<file path="config.mk">
export PLATFORM = sky130hd
export DESIGN_NAME = sec_ctrl
export DESIGN_NICKNAME = d
export VERILOG_FILES = /design/src/hdl/sec_sync.v /design/src/hdl/sec_ctrl.v
export VERILOG_INCLUDE_DIRS = /design/src /design/src/inc
export SDC_FILE = /design/constraint.sdc
export NUM_CORES = 1
export LEC_CHECK = 0
export BUFFER_PORTS_ARGS = -buffer_cell sky130_fd_sc_hd__buf_2
export CORE_UTILIZATION = 50
export DETAILED_ROUTE_END_ITERATION = 10
export PLACE_DENSITY = 0.72
export REMOVE_ABC_BUFFERS = 1
export SYNTH_ARGS = -nofsm -noshare
export SYNTH_HDL_FRONTEND = slang
export SYNTH_SLANG_ARGS = --single-unit
</file>
<file path="constraint.sdc">
create_clock -name CLK -period 4.7 [get_ports CLK]
set_input_delay 1.175 -clock CLK [delete_from_list [all_inputs] [get_ports CLK]]
set_output_delay 1.175 -clock CLK [all_outputs]
set_load 0.02 [all_outputs]
</file>
<file path="src/inc/sec_regs.vh">
// constants of the serial eeprom controller: timing, codes, signature and serial framing
// assumes a 125 MHz CLK and a 128 x 8 three-wire eeprom with a ready/busy indication on its data line
`ifndef SEC_REGS_VH
`define SEC_REGS_VH

// --------------------------------------------------------------------------
// timing
// --------------------------------------------------------------------------
`define SEC_CLK_PERIOD_NS 8
`define SEC_SCLK_HALF_NS 500
`define SEC_SCLK_HALF_CYC ((`SEC_SCLK_HALF_NS + `SEC_CLK_PERIOD_NS - 1) / `SEC_CLK_PERIOD_NS)
`define SEC_TIMEOUT_MS 30
`define SEC_TIMEOUT_CYC (`SEC_TIMEOUT_MS * 1000000 / `SEC_CLK_PERIOD_NS)

// --------------------------------------------------------------------------
// boot load
// --------------------------------------------------------------------------
`define SEC_SIGNATURE 8'ha5
`define SEC_SIG_LOC 7'h00
`define SEC_ADDR_BYTES 3'h6

// --------------------------------------------------------------------------
// command codes of the command register
// --------------------------------------------------------------------------
`define SEC_CMD_READ 3'h0
`define SEC_CMD_ERASE_WRITE_DISABLE_CMD 3'h1
`define SEC_CMD_ERASE_WRITE_ENABLE_CMD 3'h2
`define SEC_CMD_WRITE 3'h3
`define SEC_CMD_WRITE_ALL_CMD 3'h4
`define SEC_CMD_ERASE 3'h5
`define SEC_CMD_ERASE_ALL_CMD 3'h6
`define SEC_CMD_RELOAD 3'h7

// --------------------------------------------------------------------------
// serial opcodes and fixed address patterns of the special commands
// --------------------------------------------------------------------------
`define SEC_OP_READ 2'h2
`define SEC_OP_WRITE 2'h1
`define SEC_OP_ERASE 2'h3
`define SEC_OP_SPECIAL 2'h0
`define SEC_ADR_ERASE_WRITE_ENABLE_CMD 7'h60
`define SEC_ADR_ERASE_WRITE_DISABLE_CMD 7'h00
`define SEC_ADR_ERASE_ALL_CMD 7'h40
`define SEC_ADR_WRITE_ALL_CMD 7'h20
`define SEC_BITS_SHORT 5'h0a
`define SEC_BITS_LONG 5'h12

`endif

</file>
<file path="src/hdl/sec_sync.v">
// three-stage synchroniser with agreement filter for one pin input
// assumes the input is asynchronous to CLK
`timescale 1ns/10ps
module sec_sync (
   input wire CLK,
   input wire RST,
   input wire D,
   output reg Q
);
   reg s1_reg;
   reg s2_reg;
   reg s3_reg;

   // only the second and third stages are compared; the first feeds nothing else
   always @(posedge CLK)
   begin
      if (RST)
      begin
         s1_reg <= 1'b0;
         s2_reg <= 1'b0;
         s3_reg <= 1'b0;
         Q <= 1'b0;
      end
      else
      begin
         s1_reg <= D;
         s2_reg <= s1_reg;
         s3_reg <= s2_reg;
         if (s2_reg == s3_reg)
            Q <= s3_reg;
      end
   end
endmodule

</file>
<file path="src/hdl/sec_ctrl.v">
// serial eeprom controller: boot load of the station address and software commands
// assumes a single 128 x 8 three-wire eeprom; software drives the command and data ports
`timescale 1ns/10ps
`include "sec_regs.vh"
module sec_ctrl #(
   parameter integer TIMEOUT_CYC = `SEC_TIMEOUT_CYC
) (
   input wire CLK,
   input wire RST,
   input wire SOFT_RESET,
   input wire IF_ENABLE,
   input wire GP_DATA_OUT,
   input wire GP_CLOCK_OUT,
   input wire CMD_WRITE,
   input wire [2:0] CMD_CODE_IN,
   input wire [6:0] CMD_LOCATION_IN,
   input wire CMD_BUSY_IN,
   input wire DATA_WRITE,
   input wire [7:0] DATA_IN,
   input wire STA_WRITE_LOW,
   input wire STA_WRITE_HIGH,
   input wire [31:0] STA_WDATA,
   output wire COMMAND_BUSY_FLAG,
   output reg [2:0] COMMAND_CODE_FIELD,
   output reg [6:0] LOCATION_FIELD,
   output reg RESPONSE_TIMEOUT_FLAG,
   output reg ADDR_LOADED,
   output reg [7:0] PROM_DATA,
   output wire [31:0] STATION_ADDR_LOW,
   output wire [15:0] STATION_ADDR_HIGH,
   output reg PROM_CS,
   output reg SERIAL_CLOCK_PIN,
   output reg SERIAL_DATA_PIN_O,
   output reg SERIAL_DATA_PIN_OE,
   input wire SERIAL_DATA_PIN_I
);

   // -----------------------------------------------------------------------
   // constants and states
   // -----------------------------------------------------------------------
   localparam integer HALF_LAST_INT = `SEC_SCLK_HALF_CYC - 1;
   localparam integer TMO_LAST_INT = TIMEOUT_CYC - 1;
   localparam [7:0] HALF_LAST = HALF_LAST_INT[7:0];
   localparam [21:0] TMO_LAST = TMO_LAST_INT[21:0];
   localparam [2:0] ST_IDLE = 3'h0;
   localparam [2:0] ST_SETUP = 3'h1;
   localparam [2:0] ST_HIGH = 3'h2;
   localparam [2:0] ST_GAP = 3'h3;
   localparam [2:0] ST_POLL = 3'h4;
   localparam [2:0] ST_FINISH = 3'h5;

   // -----------------------------------------------------------------------
   // functions
   // -----------------------------------------------------------------------
   // serial word: start bit, opcode, address, data; msb leaves first
   function [17:0] frame_word;
      input [2:0] code;
      input [6:0] loc;
      input [7:0] data;
      begin
         case (code)
            `SEC_CMD_WRITE: frame_word = {1'b1, `SEC_OP_WRITE, loc, data};
            `SEC_CMD_WRITE_ALL_CMD: frame_word = {1'b1, `SEC_OP_SPECIAL, `SEC_ADR_WRITE_ALL_CMD, data};
            `SEC_CMD_ERASE: frame_word = {1'b1, `SEC_OP_ERASE, loc, 8'h00};
            `SEC_CMD_ERASE_ALL_CMD: frame_word = {1'b1, `SEC_OP_SPECIAL, `SEC_ADR_ERASE_ALL_CMD, 8'h00};
            `SEC_CMD_ERASE_WRITE_ENABLE_CMD: frame_word = {1'b1, `SEC_OP_SPECIAL, `SEC_ADR_ERASE_WRITE_ENABLE_CMD, 8'h00};
            `SEC_CMD_ERASE_WRITE_DISABLE_CMD: frame_word = {1'b1, `SEC_OP_SPECIAL, `SEC_ADR_ERASE_WRITE_DISABLE_CMD, 8'h00};
            default: frame_word = {1'b1, `SEC_OP_READ, loc, 8'h00};
         endcase
      end
   endfunction

   // bits driven by the controller
   function [4:0] out_bits;
      input [2:0] code;
      begin
         if (code == `SEC_CMD_WRITE || code == `SEC_CMD_WRITE_ALL_CMD)
            out_bits = `SEC_BITS_LONG;
         else
            out_bits = `SEC_BITS_SHORT;
      end
   endfunction

   // commands that keep the eeprom busy afterwards
   function needs_poll;
      input [2:0] code;
      begin
         needs_poll = (code == `SEC_CMD_WRITE) || (code == `SEC_CMD_WRITE_ALL_CMD) ||
            (code == `SEC_CMD_ERASE) || (code == `SEC_CMD_ERASE_ALL_CMD);
      end
   endfunction

   // -----------------------------------------------------------------------
   // registers
   // -----------------------------------------------------------------------
   reg [7:0] div_reg;
   reg tick_reg;
   reg [2:0] state_reg;
   reg busy_reg;
   reg loading_reg;
   reg launch_reg;
   reg [2:0] load_idx_reg;
   reg [2:0] op_reg;
   reg [17:0] sh_reg;
   reg [4:0] cnt_reg;
   reg [4:0] nout_reg;
   reg [4:0] ntot_reg;
   reg poll_reg;
   reg [7:0] rx_reg;
   reg [21:0] tmo_reg;
   reg cs_reg;
   reg sclk_reg;
   reg oe_reg;
   reg [47:0] sta_reg;
   wire din_s;
   wire [4:0] cnt_next;
   wire tmo_hit;
   wire sw_start;
   wire [6:0] start_loc;

   assign COMMAND_BUSY_FLAG = busy_reg;
   assign STATION_ADDR_LOW = sta_reg[31:0];
   assign STATION_ADDR_HIGH = sta_reg[47:32];
   assign cnt_next = cnt_reg + 5'h01;
   assign tmo_hit = (tmo_reg == TMO_LAST);
   // a write while busy is refused, so the running command cannot be disturbed
   assign sw_start = CMD_WRITE & CMD_BUSY_IN & ~busy_reg;
   assign start_loc = (load_idx_reg == 3'h0) ? `SEC_SIG_LOC : {4'h0, load_idx_reg};

   sec_sync u_din_sync (
      .CLK(CLK),
      .RST(RST),
      .D(SERIAL_DATA_PIN_I),
      .Q(din_s)
   );

   // -----------------------------------------------------------------------
   // serial clock divider: one tick per half period
   // -----------------------------------------------------------------------
   always @(posedge CLK)
   begin
      if (RST || state_reg == ST_IDLE)
      begin
         div_reg <= 8'h00;
         tick_reg <= 1'b0;
      end
      else if (div_reg == HALF_LAST)
      begin
         div_reg <= 8'h00;
         tick_reg <= 1'b1;
      end
      else
      begin
         div_reg <= div_reg + 8'h01;
         tick_reg <= 1'b0;
      end
   end

   // -----------------------------------------------------------------------
   // sequencer
   // -----------------------------------------------------------------------
   always @(posedge CLK)
   begin
      if (RST)
      begin
         state_reg <= ST_IDLE;
         busy_reg <= 1'b1;
         loading_reg <= 1'b1;
         launch_reg <= 1'b1;
         load_idx_reg <= 3'h0;
         op_reg <= `SEC_CMD_READ;
         COMMAND_CODE_FIELD <= `SEC_CMD_READ;
         LOCATION_FIELD <= 7'h00;
         sh_reg <= 18'h00000;
         cnt_reg <= 5'h00;
         nout_reg <= 5'h00;
         ntot_reg <= 5'h00;
         poll_reg <= 1'b0;
         rx_reg <= 8'h00;
         tmo_reg <= 22'h000000;
         cs_reg <= 1'b0;
         sclk_reg <= 1'b0;
         oe_reg <= 1'b0;
         RESPONSE_TIMEOUT_FLAG <= 1'b0;
         ADDR_LOADED <= 1'b0;
         PROM_DATA <= 8'h00;
         sta_reg <= 48'h000000000000;
      end
      else if (SOFT_RESET)
      begin
         // soft reset aborts any command and restarts the boot load; address is kept
         state_reg <= ST_IDLE;
         busy_reg <= 1'b1;
         loading_reg <= 1'b1;
         launch_reg <= 1'b1;
         load_idx_reg <= 3'h0;
         cs_reg <= 1'b0;
         sclk_reg <= 1'b0;
         oe_reg <= 1'b0;
         RESPONSE_TIMEOUT_FLAG <= 1'b0;
         ADDR_LOADED <= 1'b0;
      end
      else
      begin
         if (DATA_WRITE && !busy_reg)
            PROM_DATA <= DATA_IN;
         if (STA_WRITE_LOW && !loading_reg)
            sta_reg[31:0] <= STA_WDATA;
         if (STA_WRITE_HIGH && !loading_reg)
            sta_reg[47:32] <= STA_WDATA[15:0];
         if (state_reg != ST_IDLE)
            tmo_reg <= tmo_reg + 22'h000001;
         if (state_reg != ST_IDLE && tmo_hit)
         begin
            // no answer in time: drop the frame and report
            state_reg <= ST_IDLE;
            cs_reg <= 1'b0;
            sclk_reg <= 1'b0;
            oe_reg <= 1'b0;
            busy_reg <= 1'b0;
            loading_reg <= 1'b0;
            RESPONSE_TIMEOUT_FLAG <= 1'b1;
         end
         else
         begin
            case (state_reg)
               ST_IDLE:
               begin
                  tmo_reg <= 22'h000000;
                  if (launch_reg)
                  begin
                     launch_reg <= 1'b0;
                     op_reg <= `SEC_CMD_READ;
                     sh_reg <= frame_word(`SEC_CMD_READ, start_loc, 8'h00);
                     nout_reg <= `SEC_BITS_SHORT;
                     ntot_reg <= `SEC_BITS_LONG;
                     poll_reg <= 1'b0;
                     cnt_reg <= 5'h00;
                     cs_reg <= 1'b1;
                     oe_reg <= 1'b1;
                     state_reg <= ST_SETUP;
                  end
                  else if (sw_start)
                  begin
                     COMMAND_CODE_FIELD <= CMD_CODE_IN;
                     LOCATION_FIELD <= CMD_LOCATION_IN;
                     busy_reg <= 1'b1;
                     RESPONSE_TIMEOUT_FLAG <= 1'b0;
                     if (CMD_CODE_IN == `SEC_CMD_RELOAD)
                     begin
                        loading_reg <= 1'b1;
                        launch_reg <= 1'b1;
                        load_idx_reg <= 3'h0;
                        ADDR_LOADED <= 1'b0;
                     end
                     else
                     begin
                        op_reg <= CMD_CODE_IN;
                        sh_reg <= frame_word(CMD_CODE_IN, CMD_LOCATION_IN, PROM_DATA);
                        nout_reg <= out_bits(CMD_CODE_IN);
                        ntot_reg <= (CMD_CODE_IN == `SEC_CMD_READ) ? `SEC_BITS_LONG : out_bits(CMD_CODE_IN);
                        poll_reg <= needs_poll(CMD_CODE_IN);
                        cnt_reg <= 5'h00;
                        cs_reg <= 1'b1;
                        oe_reg <= 1'b1;
                        state_reg <= ST_SETUP;
                     end
                  end
               end
               ST_SETUP:
                  if (tick_reg)
                  begin
                     sclk_reg <= 1'b1;
                     state_reg <= ST_HIGH;
                  end
               ST_HIGH:
                  if (tick_reg)
                  begin
                     sclk_reg <= 1'b0;
                     // the eeprom presents read bits after the rising edge; take them before falling
                     if (cnt_reg >= nout_reg)
                        rx_reg <= {rx_reg[6:0], din_s};
                     sh_reg <= {sh_reg[16:0], 1'b0};
                     cnt_reg <= cnt_next;
                     oe_reg <= (cnt_next < nout_reg);
                     if (cnt_next == ntot_reg)
                     begin
                        cs_reg <= 1'b0;
                        oe_reg <= 1'b0;
                        state_reg <= poll_reg ? ST_GAP : ST_FINISH;
                     end
                     else
                        state_reg <= ST_SETUP;
                  end
               ST_GAP:
                  // one half period with select low before the ready check
                  if (tick_reg)
                  begin
                     cs_reg <= 1'b1;
                     state_reg <= ST_POLL;
                  end
               ST_POLL:
                  if (tick_reg && din_s)
                  begin
                     cs_reg <= 1'b0;
                     state_reg <= ST_FINISH;
                  end
               ST_FINISH:
               begin
                  state_reg <= ST_IDLE;
                  if (loading_reg)
                  begin
                     if (load_idx_reg == 3'h0 && rx_reg != `SEC_SIGNATURE)
                     begin
                        loading_reg <= 1'b0;
                        busy_reg <= 1'b0;
                     end
                     else
                     begin
                        if (load_idx_reg != 3'h0)
                           sta_reg[load_idx_reg * 8 - 8 +: 8] <= rx_reg;
                        if (load_idx_reg == `SEC_ADDR_BYTES)
                        begin
                           loading_reg <= 1'b0;
                           busy_reg <= 1'b0;
                           ADDR_LOADED <= 1'b1;
                        end
                        else
                        begin
                           load_idx_reg <= load_idx_reg + 3'h1;
                           launch_reg <= 1'b1;
                        end
                     end
                  end
                  else
                  begin
                     if (op_reg == `SEC_CMD_READ)
                        PROM_DATA <= rx_reg;
                     busy_reg <= 1'b0;
                  end
               end
               default:
                  state_reg <= ST_IDLE;
            endcase
         end
      end
   end

   // -----------------------------------------------------------------------
   // pin drivers
   // -----------------------------------------------------------------------
   // disabled interface hands both pins to the general outputs and keeps the part deselected
   always @(posedge CLK)
   begin
      if (RST)
      begin
         PROM_CS <= 1'b0;
         SERIAL_CLOCK_PIN <= 1'b0;
         SERIAL_DATA_PIN_O <= 1'b0;
         SERIAL_DATA_PIN_OE <= 1'b0;
      end
      else if (IF_ENABLE)
      begin
         PROM_CS <= cs_reg;
         SERIAL_CLOCK_PIN <= sclk_reg;
         SERIAL_DATA_PIN_O <= sh_reg[17];
         SERIAL_DATA_PIN_OE <= oe_reg;
      end
      else
      begin
         PROM_CS <= 1'b0;
         SERIAL_CLOCK_PIN <= GP_CLOCK_OUT;
         SERIAL_DATA_PIN_O <= GP_DATA_OUT;
         SERIAL_DATA_PIN_OE <= 1'b1;
      end
   end
endmodule

</file>
Yosys cells after proc, flatten, opt, wreduce, memory -nomap -nowiden --
Cells that the tools add are included.
Operators by class: add/sub/neg operators 6, magnitude comparators 2, equality and inequality tests 38, shifts and indexed selects 2, mux-type cells 113, bitwise gates (word level) 7, reduce and logical (&&, ||, !) cells 44
Operators with widths (number):
- 2-to-1 mux 48 bit | 5
- case mux 17 bit (6 select lines) | 1
- 2-to-1 mux 32 bit | 3
- 2-to-1 mux 18 bit | 4
- 2-to-1 mux 22 bit | 3
- 2-to-1 mux 5 bit | 12
- 2-to-1 mux 3 bit | 19
- bitwise mux 48 bit | 1
- 2-to-1 mux 16 bit | 3
- variable shift 8 x 34 -> 48 bit (first input constant) | 1
- indexed part select 8 x 34 -> 48 bit | 1
- 2-to-1 mux 1 bit | 46
- 2-to-1 mux 8 bit | 5
- case mux 18 bit (2 select lines) | 1
- negation 32 -> 34 bit | 1
- != test 2 bit (second input constant) | 12
- adder 22 x 1 -> 22 bit (second input constant) | 1
- equality test 22 bit (second input constant) | 1
- equality test 3 bit (second input constant) | 7
- AND reduction 5 bit | 4
- AND reduction 8 bit | 2
- case mux 3 bit (5 select lines) | 1
- equality test 3 x 2 -> 1 bit (second input constant) | 4
- zero test 3 bit | 4
- 34 further kinds | 70
Storage, ports and cells: flip-flop bits (word level) 164, input bits 62, output and inout port bits 73

Logic depth before layout (Yosys ltp) --
Gate-level depths: netlist (run 1).
depth after elaboration 11, gate-level depth with buffers 14

Hierarchy --
Synthesis (run 1) repeated with hierarchy kept, for this count alone.
Second synthesis, totals: cell total of the unflattened synthesis 1002, area, all modules 8316.7 µm²
Modules (own cells, without submodules):
- sec_ctrl | instances 1, cells each 992, area an instance 8204.1 µm², seq. area each 3103.0 µm²
- sec_sync | instances 1, cells each 10, area an instance 112.6 µm², seq. area each 80.1 µm²

Worst setup path after synthesis (run 1) --
Ideal clock, no wire load.
path kind flip-flop to flip-flop, start register load_idx_reg[0], end register sta_reg[2], library setup time 0.128 ns, arrival time 3.520 ns, required time 4.572 ns, setup slack 1.052 ns, cell stages (with the launch flop) 14, period minus slack after synthesis 3.648 ns, cells stage by stage dfxtp_1 -> buf_1 -> inv_1 -> clkbuf_1 -> ha_1 -> ha_1 -> nand3_1 -> ha_1 -> nand3_1 -> or4b_2 -> a2111oi_2 -> buf_4 -> mux2i_1 -> nor2_1
Between the ends: cells in the longest elaborated chain, start to end 9
Ends and longest elaborated chain:
- start: declaration | RTL line sec_ctrl.v:102 | reg [2:0] load_idx_reg;
- start signal: assignment | RTL line sec_ctrl.v:330 | load_idx_reg <= load_idx_reg + 3'h1;
- subtractor 6 x 4 -> 7 bit | RTL line sec_ctrl.v:321 | sta_reg[load_idx_reg * 8 - 8 +: 8] <= rx_reg;
- negation 32 -> 34 bit | RTL line sec_ctrl.v:321
- indexed part select 8 x 34 -> 48 bit or variable shift 8 x 34 -> 48 bit (tied branches) | RTL line sec_ctrl.v:321
- bitwise mux 48 bit | RTL line sec_ctrl.v:321
- 2-to-1 mux 48 bit | RTL line sec_ctrl.v:320 | if (load_idx_reg != 3'h0)
- 2-to-1 mux 48 bit (*) | RTL line sec_ctrl.v:313 | if (load_idx_reg == 3'h0 && rx_reg != `SEC_SIGNATURE)
- 2-to-1 mux 48 bit (*) | RTL line sec_ctrl.v:311 | if (loading_reg)
- 2-to-1 mux 48 bit (*) | RTL line sec_ctrl.v:226 | case (state_reg)
- 2-to-1 mux 48 bit (*) | RTL line sec_ctrl.v:213 | if (state_reg != ST_IDLE && tmo_hit)
- end signal: indexed assignment | RTL line sec_ctrl.v:321
- end: declaration | RTL line sec_ctrl.v:114 | reg [47:0] sta_reg;
Mark *: on every way between the ends. The rest lies on a longest branch, timed or not. A chain may end at the register's enable or synchronous reset.

Worst setup path in the final report (run 1) --
start register load_idx_reg[1], end register sta_reg[20]
Same word-level chain as after synthesis.

==> results.md, run 1 <==
- Clk_lat worst skew: 0.43 ns
- Count leader, synth: dfxtp_1
- Setup TNS: 0 ns
- # Max-Cap Violations: 0
- Nets: 1270
- Internal power: 2.25 mW
- Compound-gate portion of the synthesized area: 23.5%
- Worst Setup End Kind: flop
- Initial antenna violation count: 0
- Cell taking the most area after synthesis: dfxtp_1
- Post-Synthesis Cell Area: 8760 µm²
- R2r startpoint: load_idx_reg[1]$_SDFFE_PP0P_
- Syn Inst Count: 1092
- CTS Hold Bufs: 0
- Hpwl dp: 17100 µm
- TritonCTS buffer count: 17
- CP Class: flop to flop
- PD cells: 294 nW/µm²
- Startpoint Class: flop
- Starting Density: 50.8%
- Synth cell types: 74
- DR vias/cell: 5.92
- # diodes: 0
- Ranking of synthesized cells by area: dfxtp_1 (36%), nand2_1 (5.7%), a21oi_1 (5.0%), nor2_1 (3.9%), mux2i_1 (3.9%)
- Die height: 134 µm
- Largest family of logic cells by synthesized area: simple AND/OR/NAND/NOR gates
- Slew headroom: 26.7%
- Post-CTS sizing: 0
- Clock Path Buffers: 2
- Critical path required time: 5.04 ns
- Sw Share: 23.9%
- Worst-Margin Slew: 1.10 ns
- Htree depth: 4
- Placed Cells: 1389
- Drt drc: 0
- Vias in the first global route: 7641
- First-pass GRT wire length: 39900 µm
- Post CTS Setup Buffer Count: 0
- Max Clk Rate: 277 MHz
- Layout cells sized above 1: 16.4%
- Clk_skew: 0.00775 ns
- Synth warn: 0
- RSZ-0062 raised after global routing: no
- GRT Residual Overflow: 0
- Fin. Hold Viols: 0
- Slew Limit Fails: 0
- Total vias in the final route: 8397
- Crit path max fanout: 10
- Sw power: 0.709 mW
- Hold wc startpoint: u_din_sync.s1_reg$_SDFF_PP0_
- #FFs+latches synth: 159
- Top FF cell, synth: dfxtp_1
- Area Growth Syn to Fin: 15.0%
- Area share of fa/ha/maj cells after synthesis: 3.57%
- 1st-pass router iterations: 5
- Largest net degree at the start of global routing: 64
- FP Rows: 48
- Die width: 134 µm
- Post-synthesis simple-gate area fraction: 23.8%
- Total Routed Length: 25000 µm
- Clock-pin slew on the worst setup and hold paths: 0.06 ns
- Tmin final: 3.61 ns
- Post-Synth XOR/XNOR Area: 3.20%
- Sequential power share: 47.1%
- Initial drt markers: 885
- Crit path from: load_idx_reg[1]$_SDFFE_PP0P_
- CTS sink cnt: 159
- Core area: 17200 µm²
- Reg2Reg Setup Slack: 1.09 ns
- Average cell area after synthesis: 8.03 µm²
- Sequential fraction of the synthesis area: 36.3%
- I/O pin total: 135
- Status: finished, final reports clean
- Lkg Pwr: 3.89 nW
- Worst IR Drop VDD: 278 µV
- Combinational share of power: 7.3%
- Ys async rst share: 0%
- Remaining antenna violation count: 0
- Setup Viol. Count Final: 0
- TritonCTS clock tree: done
- EDFF count, synth: 0
- WL/cell: 17.6 µm
- Root Buffer: clkbuf_16
- Full die area: 18100 µm²
- Area fraction of the dominant cell type after synthesis: 36.3%
- Max reg flops: 48
- Top cells by count, synth: dfxtp_1 (159), nand2_1 (133), nor2_1 (91), a21oi_1 (88), clkbuf_1 (60)
- Port Buffer Count: 134
- Critical Path AT: 3.95 ns
- Post-synthesis mux area share: 3.88%
- Clock network power share: 45.7%
- Finished Layout Cells: 1419
- Tot GR Track Use: 27.8%
- Global placer's final weighted congestion: 0.900
- Worst min path class: flop to flop
- Crit share post-route: 76.7%
critical path: stages, from the launching register on:
cell      delay [ns]
dfxtp_1         0.47
inv_1           0.12
ha_1            0.52
nand3_1         0.14
ha_1            0.30
nor3b_1         0.38
nand2b_1        0.30
a311oi_1        0.61
nand2_1         0.39
o221ai_1        0.29
placed cells by master, fill, tap and decap left out, types with 10 or more instances in the layout:
master	Yosys	layout
inv_1	47	47
mux2i_1	34	34
dfxtp_1	159	159
ha_1	25	25
nand4_1	13	13
buf_4	4	17
a221o_1	19	19
and2_1	18	18
nor3_1	25	25
clkbuf_16	0	17
xnor2_1	22	22
or3_1	12	12
o21ai_0	54	53
a22oi_1	18	18
nand3_1	40	40
nor2_1	91	91
nand2_1	133	133
a311oi_1	11	11
a21o_1	10	10
and3_1	19	19
nor2b_1	21	20
xor2_1	10	10
a21oi_1	88	88
a211oi_1	23	23
buf_2	6	133
cell families (layout without fill, tap and decap cells):
kind of cell               count (synthesis)  count (layout)
and+or+nand+nor                          418             418
AOI/OAI and AO/OA                        298             298
DFF                                      159             159
buffers and inverters                    126             228
muxes                                     34              34
xor gates and xnor gates                  32              32
adders and majority gates                 25              25
routing by layer:
layer / global-route usage [%] / wire length [µm] / up-vias / share of wire, %
met5: 0 / 0 / - / 0
met2: 44.0 / 11500 / 262 / 46
li1: - / - / 4129 / -
met3: 5.48 / 1560 / 31 / 6.2
met4: 8.86 / 460 / 0 / 1.8
met1: 37.9 / 11500 / 3975 / 46
through the flow:
| step | cell area (µm²) | power, mW | util [%] | hold slack, ns | setup slack (ns) |
|---|---|---|---|---|---|
| 2_1_floorplan | 8440 | 1.53 | - | 0.414 | 0.828 |
| 3_3_place_gp | 9530 | 1.63 | 55.3 | 0.421 | 1.34 |
| 3_5_place_dp | 9530 | 1.64 | 55.3 | 0.422 | 1.20 |
| 4_1_cts | 10100 | 2.97 | 58.5 | 0.436 | 1.19 |
| 5_1_grt | 10100 | 3.05 | 58.5 | 0.445 | 0.742 |
| 6_report | 10100 | 2.96 | 58.5 | 0.434 | 1.09 |
worst paths after layout:
path / to / cells past startpoint
worst min register to register: u_din_sync.s2_reg$_SDFF_PP0_ / 1
worst min-delay path: u_din_sync.s2_reg$_SDFF_PP0_ / 1
worst max register to register: sta_reg[20]$_SDFFE_PP0N_ / 9
worst max-delay path: sta_reg[20]$_SDFFE_PP0N_ / 9
power groups by stage:
stage	Clock [mW]	Combinational (mW)	Sequential (mW)
after detailed placement	0	0.214	1.42
after floorplan	0	0.108	1.42
after global placement	0	0.211	1.42
after CTS	1.36	0.215	1.39
final	1.35	0.215	1.40
after global routing	1.41	0.236	1.40
area by class of cell:
type | instances | area (µm²)
tap | 225 | 282
clock inverter | 6 | 85.1
timing repair buffer | 150 | 793
clock buffer | 24 | 472
inverter | 48 | 180
fill | 1599 | 7150
sequential | 159 | 3180
multi-input combinational | 807 | 5090
No activity file was read; power rests on OpenSTA's default activity.
==> run 2, diff against run 1 <==
==> constraint.sdc (replaced) <==
create_clock -name CLK -period 3.5 [get_ports CLK]
set_input_delay 0.875 -clock CLK [delete_from_list [all_inputs] [get_ports CLK]]
set_output_delay 0.875 -clock CLK [all_outputs]
set_load 0.02 [all_outputs]
==> results.md, run 2 (synthesis gave the netlist of run 1 again) <==
- Met3 Routed Length: 1880 µm (was 1560 µm)
- Initial antenna violation count: 0 (unchanged)
- # fillers: 1545 (was 1599)
- Hpwl dp: 17300 µm (was 17100 µm)
- CTS sink cnt: 159 (unchanged)
- Clk_skew: 0.00920 ns (was 0.00775 ns)
- FF-to-FF path depth: 11 (was 9)
- RSZ-0062 raised after global routing: no (unchanged)
- Total vias in the final route: 8587 (was 8397)
- Max Clk Rate: 303 MHz (was 277 MHz)
- Setup Viol. Count Final: 0 (unchanged)
- PD cells: 419 nW/µm² (was 294 nW/µm²)
- Area Growth Syn to Fin: 18.3% (was 15.0%)
- Top Layer Used: met4 (unchanged)
- Post-route design area: 10400 µm² (was 10100 µm²)
- Port Buffer Count: 134 (unchanged)
- # diodes: 0 (unchanged)
- Worst min path class: flop to flop (unchanged)
- Setup TNS: 0 ns (unchanged)
- 1st-pass router iterations: 6 (was 5)
- GRT Residual Overflow: 0 (unchanged)
- I/O pin total: 135 (unchanged)
- WHS Endpoint: u_din_sync.s2_reg$_SDFF_PP0_ (unchanged)
- TritonCTS buffer count: 17 (unchanged)
- R2r startpoint: load_idx_reg[1]$_SDFFE_PP0P_ (unchanged)
- Reg2Reg Setup Slack: 0.20 ns (was 1.09 ns)
- Clock-pin slew on the worst setup and hold paths: 0.06 ns (about the same)
- Worst Setup End Kind: flop (unchanged)
- Starting Density: 50.8% (unchanged)
- Full die area: 18100 µm² (unchanged)
- Slew Limit Fails: 0 (unchanged)
- Min-Delay Path Depth: 1 (unchanged)
- Post CTS Setup Buffer Count: 0 (unchanged)
- Layout cells sized above 1: 18.2% (was 16.4%)
- Initial drt markers: 778 (was 885)
- First-pass GRT wire length: 41000 µm (was 39900 µm)
- Sequential cell area: 3180 µm² (about the same)
- # Max-Cap Violations: 0 (unchanged)
- Vias in the first global route: 7826 (was 7641)
- Total Routed Length: 25300 µm (was 25000 µm)
- Area of the multi-input gates: 5100 µm² (was 5090 µm²)
- Fin. Hold Viols: 0 (unchanged)
- Worst flop-to-flop path endpoint: sta_reg[2]$_SDFFE_PP0N_ (was sta_reg[20]$_SDFFE_PP0N_)
- Tot GR Track Use: 28.6% (was 27.8%)
- Clk_lat worst skew: 0.43 ns (about the same)
- Global placer's final weighted congestion: 0.904 (was 0.900)
- Remaining antenna violation count: 0 (unchanged)
- Tmin final: 3.30 ns (was 3.61 ns)
- TritonCTS clock tree: done (unchanged)
- Total power: 4.35 mW (was 2.96 mW)
- Startpoint Class: flop (unchanged)
- Critical path required time: 3.80 ns (was 5.04 ns)
- Die width: 134 µm (unchanged)
- Drt drc: 0 (unchanged)
- Crit path max fanout: 8 (was 10)
- Crit share post-route: 94.2% (was 76.7%)
- Die height: 134 µm (unchanged)
- FP Rows: 48 (unchanged)
- Most frequent cells in the layout: dfxtp_1 (158), nand2_1 (133), buf_2 (133) (was dfxtp_1 (159), nand2_1 (133), buf_2 (133))
- Largest net degree at the start of global routing: 59 (was 64)
- Lkg Pwr: 4.05 nW (was 3.89 nW)
- Commonest non-fill, non-tap cell in the layout: dfxtp_1 (unchanged)
- Clock Path Buffers: 2 (unchanged)
- Core area: 17200 µm² (unchanged)
- Worst-Margin Slew: 1.20 ns (was 1.10 ns)
- CTS Hold Bufs: 0 (unchanged)
- Nets: 1287 (was 1270)
- Wire length on met1: 11300 µm (was 11500 µm)
- DR vias/cell: 5.97 (was 5.92)
- Htree depth: 4 (unchanged)
- Critical Path AT: 3.60 ns (was 3.95 ns)
- WL/cell: 17.6 µm (about the same)
- Max reg flops: 48 (unchanged)
- Slew headroom: 19.6% (was 26.7%)
- Status: finished, final reports clean (unchanged)
- Final hold slack: 0.445 ns (was 0.434 ns)
- Post-DP Area: 9660 µm² (was 9530 µm²)
- Worst IR Drop VDD: 337 µV (was 278 µV)
- Root Buffer: clkbuf_16 (unchanged)
- Met2 WL post-DR: 11400 µm (was 11500 µm)
- Hold wc startpoint: u_din_sync.s1_reg$_SDFF_PP0_ (unchanged)
- CP Class: flop to flop (unchanged)
[run 2: changes by cell type in the layout (fill, tap and decap cells not counted), sizes merged]
cell / previous run / this run
clkinvlp: 2 / 1
clkbuf: 24 / 20
buf: 150 / 167
inv: 47 / 50
bufinv: 2 / 6
[run 2: worst max-delay path by stage]
stage                                    end  slack (ns)                    startpoint  cells past startpoint
floorplan            sta_reg[0]$_SDFFE_PP0N_       -0.37  load_idx_reg[0]$_SDFFE_PP0P_                     10
global placement     sta_reg[5]$_SDFFE_PP0N_        0.30  load_idx_reg[1]$_SDFFE_PP0P_                     11
detailed placement   sta_reg[5]$_SDFFE_PP0N_        0.16  load_idx_reg[1]$_SDFFE_PP0P_                     11
CTS                  sta_reg[5]$_SDFFE_PP0N_        0.13  load_idx_reg[1]$_SDFFE_PP0P_                     11
global route        sta_reg[46]$_SDFFE_PP0N_        0.02  load_idx_reg[1]$_SDFFE_PP0P_                     10
finish               sta_reg[2]$_SDFFE_PP0N_        0.20  load_idx_reg[1]$_SDFFE_PP0P_                     11
[run 2: cell type report]
type,instances,area share (%)
Clock inverter,12,2.20
Clock buffer,20,4.40
Sequential cell,159,30.7
Multi-Input combinational cell,807,49.2
Inverter,48,1.74
Timing Repair Buffer,167,9.04
Tap cell,225,2.71
[run 2: metrics by stage]
step	worst slack, ns	std cells	util [%]
floorplan	-0.372	1014	-
global placement	0.299	1405	56.0
detailed placement	0.160	1405	56.0
CTS	0.131	1437	60.0
global route	0.0187	1438	60.2
finish	0.203	1438	60.2
[run 2: repair_timing]
action                                 4_1_cts  5_1_grt
endpoints found under the hold margin        0        0
setup endpoints to repair                    0       14
gates resized for setup                      0        6
[run 2: power by group]
group / total (mW) / switching (mW) / internal [mW]
combinational: 0.298 / 0.188 / 0.110
clock: 2.17 / 0.791 / 1.38
sequential: 1.87 / 0.0283 / 1.84
[run 2: critical path: stages, from the launching register on]
cell	delay, ns
dfxtp_2	0.39
inv_1	0.08
ha_1	0.18
ha_1	0.35
nand3_1	0.12
ha_2	0.42
nand3_1	0.12
or4b_2	0.69
a2111oi_4	0.33
buf_4	0.23
mux2i_1	0.20
nor2_1	0.05
[run 2: routing by layer]
layer	track usage, %	up-vias
met1	39.3	4030
li1	-	4151
met3	5.25	57
met5	0	-
met4	11.9	0
met2	44.1	349
==> run 3, diff against run 2 <==
--- a/config.mk
+++ b/config.mk
@@ -13,4 +13,5 @@
 export REMOVE_ABC_BUFFERS = 1
 export SYNTH_ARGS = -nofsm -noshare
 export SYNTH_HDL_FRONTEND = slang
+export SYNTH_HIERARCHICAL = 1
 export SYNTH_SLANG_ARGS = --single-unit
==> results.md, run 3 <==
- Slowest CP cell: dfxtp_1 (was or4b_2)
- Vias in the first global route: 7290 (was 7826)
- CP dominant cell by count: ha_1
- WL/cell: 17.1 µm (was 17.6 µm)
- Post CTS Setup Buffer Count: 0 (unchanged)
- Area Growth Syn to Fin: 18.1% (was 18.3%)
- Drt drc: 0 (unchanged)
- Fin. Hold Viols: 0 (unchanged)
- Tot GR Track Use: 27.4% (was 28.6%)
- EDFF count, synth: 0 (unchanged)
- Startpoint Class: flop (unchanged)
- Internal power: 3.08 mW (was 3.34 mW)
- Ranking of synthesized cells by area: dfxtp_1 (38%), a21oi_1 (5.9%), nand2_1 (4.7%), nor2_1 (3.8%), ha_1 (3.8%) (was dfxtp_1 (36%), nand2_1 (5.7%), a21oi_1 (5.0%), nor2_1 (3.9%), mux2i_1 (3.9%))
- Starting Density: 51.8% (was 50.8%)
- # fillers: 1428 (was 1545)
- Commonest non-fill, non-tap cell in the layout: dfxtp_1 (unchanged)
- Critical path required time: 3.82 ns (was 3.80 ns)
- Area fraction of the dominant cell type after synthesis: 38.3% (was 36.3%)
- TritonCTS buffer count: 17 (unchanged)
- Status: finished, final reports clean (unchanged)
- Hpwl dp: 15600 µm (was 17300 µm)
- Crit path max fanout: 16 (was 8)
- First-pass GRT wire length: 36600 µm (was 41000 µm)
- Total Routed Length: 22900 µm (was 25300 µm)
- Largest net degree at the start of global routing: 68 (was 59)
- Layout cells sized above 1: 20.0% (was 18.2%)
- Setup TNS: 0 ns (unchanged)
- # Max-Cap Violations: 0 (unchanged)
- DR vias/cell: 5.88 (was 5.97)
- Remaining antenna violation count: 0 (unchanged)
- Clock Path Buffers: 2 (unchanged)
- Full die area: 17200 µm² (was 18100 µm²)
- Clk_skew: 0.0137 ns (was 0.00920 ns)
- Sw power: 0.998 mW (was 1.01 mW)
- Average cell area after synthesis: 8.30 µm² (was 8.03 µm²)
- I/O pin total: 135 (unchanged)
- CTS Hold Bufs: 0 (unchanged)
- GRT Residual Overflow: 0 (unchanged)
- Worst IR Drop VDD: 389 µV (was 337 µV)
- # diodes: 0 (unchanged)
- Global placer's final weighted congestion: 0.880 (was 0.904)
- Sequential fraction of the synthesis area: 38.3% (was 36.3%)
- CP max stage delay: 0.46 ns (was 0.69 ns)
- Fin util: 61.2% (was 60.2%)
- Clk_lat worst skew: 0.44 ns (was 0.43 ns)
- #FFs+latches synth: 159 (unchanged)
- PD cells: 415 nW/µm² (was 419 nW/µm²)
- Worst-path cell chain: inv_1 > ha_1 > ha_1 > nand3_1 > ha_1 > or3b_1 > or2_2 > a21oi_1 > a221oi_1 > a211o_1 (was inv_1 > ha_1 > ha_1 > nand3_1 > ha_2 > nand3_1 > or4b_2 > a2111oi_4 > buf_4 > mux2i_1 > nor2_1)
- Worst-Margin Slew: 1.04 ns (was 1.20 ns)
- CP Class: flop to flop (unchanged)
- Core area: 16100 µm² (was 17200 µm²)
- Max Clk Rate: 300 MHz (was 303 MHz)
- Max reg flops: 48 (unchanged)
- Lkg Pwr: 4.01 nW (was 4.05 nW)
- Sw Share: 24.5% (was 23.2%)
- FP Rows: 46 (was 48)
- Synth cell types: 74 (unchanged)
- Cell taking the most area after synthesis: dfxtp_1 (unchanged)
- 1st-pass router iterations: 5 (was 6)
- Die width: 131 µm (was 134 µm)
- CTS sink cnt: 159 (unchanged)
- RSZ-0062 raised after global routing: no (unchanged)
- Sequential power share: 45.5% (was 43.1%)
- Worst min path class: flop to flop (unchanged)
- Slew Limit Fails: 0 (unchanged)
- Post-Synthesis Cell Area: 8320 µm² (was 8760 µm²)
- Initial antenna violation count: 0 (unchanged)
- Count leader, synth: dfxtp_1 (unchanged)
- TritonCTS clock tree: done (unchanged)
- Root Buffer: clkbuf_16 (unchanged)
- Synth warn: 6 (was 0)
- Post-CTS sizing: 0 (unchanged)
- Top FF cell, synth: dfxtp_1 (unchanged)
- Crit share post-route: 95.2% (was 94.2%)
- Clock network power share: 48.6% (was 50.1%)
- Initial drt markers: 472 (was 778)
- Htree depth: 4 (unchanged)
- Slew headroom: 30.4% (was 19.6%)
- Top cells by count, synth: dfxtp_1 (159), nand2_1 (105), a21oi_1 (98), nor2_1 (84), clkbuf_1 (53) (was dfxtp_1 (159), nand2_1 (133), nor2_1 (91), a21oi_1 (88), clkbuf_1 (60))
- Worst Setup End Kind: flop (unchanged)
- Clock-pin slew on the worst setup and hold paths: 0.07 ns (was 0.06 ns)
- Total vias in the final route: 7873 (was 8587)
- Tmin final: 3.33 ns (was 3.30 ns)
- Final hold slack: 0.451 ns (was 0.445 ns)
- Combinational share of power: 5.9% (was 6.9%)
- Setup Viol. Count Final: 0 (unchanged)
- Port Buffer Count: 134 (unchanged)
- Ys async rst share: 0% (unchanged)
- Syn Inst Count: 1002 (was 1092)
- Most frequent cells in the layout: dfxtp_1 (159), buf_2 (134), nand2_1 (105) (was dfxtp_1 (158), nand2_1 (133), buf_2 (133))
- Total power: 4.07 mW (was 4.35 mW)
- Critical Path AT: 3.65 ns (was 3.60 ns)
- Die height: 131 µm (was 134 µm)
- Nets: 1197 (was 1287)
-- run 3: cell count changes after synthesis, sizes merged, moves of 14 or more --
cell,change
nand2,-28
a22oi,-17
o21ai,-17
inv,-14
a211o,+14
-- run 3: power groups by stage --
stage	registers, mW	logic, mW	clock network, mW
2_1_floorplan	1.89	0.117	0
3_3_place_gp	1.89	0.234	0
3_5_place_dp	1.89	0.236	0
4_1_cts	1.85	0.238	2.01
5_1_grt	1.85	0.263	2.08
6_report	1.85	0.240	1.98
-- run 3: worst max-delay path: cells and delay by family, from the launching register on --
family,cells,cell delay (ns)
AO/OA/AOI/OAI,3,0.78
flip-flops,1,0.46
adder cells (fa/ha/maj),3,0.87
AND/OR/NAND/NOR,3,0.99
buffers and inverters,1,0.12
-- run 3: final cells by class --
| class | instances | area, µm² | share of cell area (%) |
|---|---|---|---|
| Multi-Input combinational cell | 742 | 4760 | 48.5 |
| Sequential cell | 159 | 3180 | 32.4 |
| Timing Repair Buffer | 157 | 856 | 8.71 |
| Clock buffer | 17 | 425 | 4.33 |
| Tap cell | 216 | 270 | 2.75 |
| Clock inverter | 15 | 198 | 2.01 |
| Inverter | 33 | 124 | 1.26 |
-- run 3: path summary, 6_finish.rpt --
kind	start	cells past startpoint	to	slack [ns]
worst max register to register	load_idx_reg[1]$_SDFFE_PP0P_	10	sta_reg[44]$_SDFFE_PP0N_	0.17
worst min register to register	LOCATION_FIELD[6]$_SDFFE_PP0P_	2	LOCATION_FIELD[6]$_SDFFE_PP0P_	0.45
worst max-delay path	load_idx_reg[1]$_SDFFE_PP0P_	10	sta_reg[44]$_SDFFE_PP0N_	0.17
worst min-delay path	LOCATION_FIELD[6]$_SDFFE_PP0P_	2	LOCATION_FIELD[6]$_SDFFE_PP0P_	0.45
-- run 3: metrics by stage --
stage	cells	area, µm²	worst slack [ns]
final	1339	9820	0.169
after detailed placement	1307	9180	0.182
after floorplan	934	8050	0.320
after CTS	1339	9800	0.176
after global placement	1307	9180	0.332
after global routing	1339	9820	0.0123
-- run 3: per-layer routing --
| layer | vias up | global-route usage, % | share of wire [%] |
|---|---|---|---|
| met5 | - | 0 | 0 |
| met4 | 0 | 10.3 | 2.3 |
| met3 | 35 | 5.01 | 5.8 |
| met2 | 271 | 43.8 | 46 |
| met1 | 3718 | 36.9 | 46 |
| li1 | 3849 | - | - |
-- run 3: cell families after synthesis --
family	count (synthesis)	share of synthesized area, %
adders and majority gates	25	3.76
DFF	159	38.3
xor gates and xnor gates	29	3.40
muxes	30	3.75
buffers and inverters	101	4.74
and+or+nand+nor	392	24.2
AOI/OAI and AO/OA	266	21.9
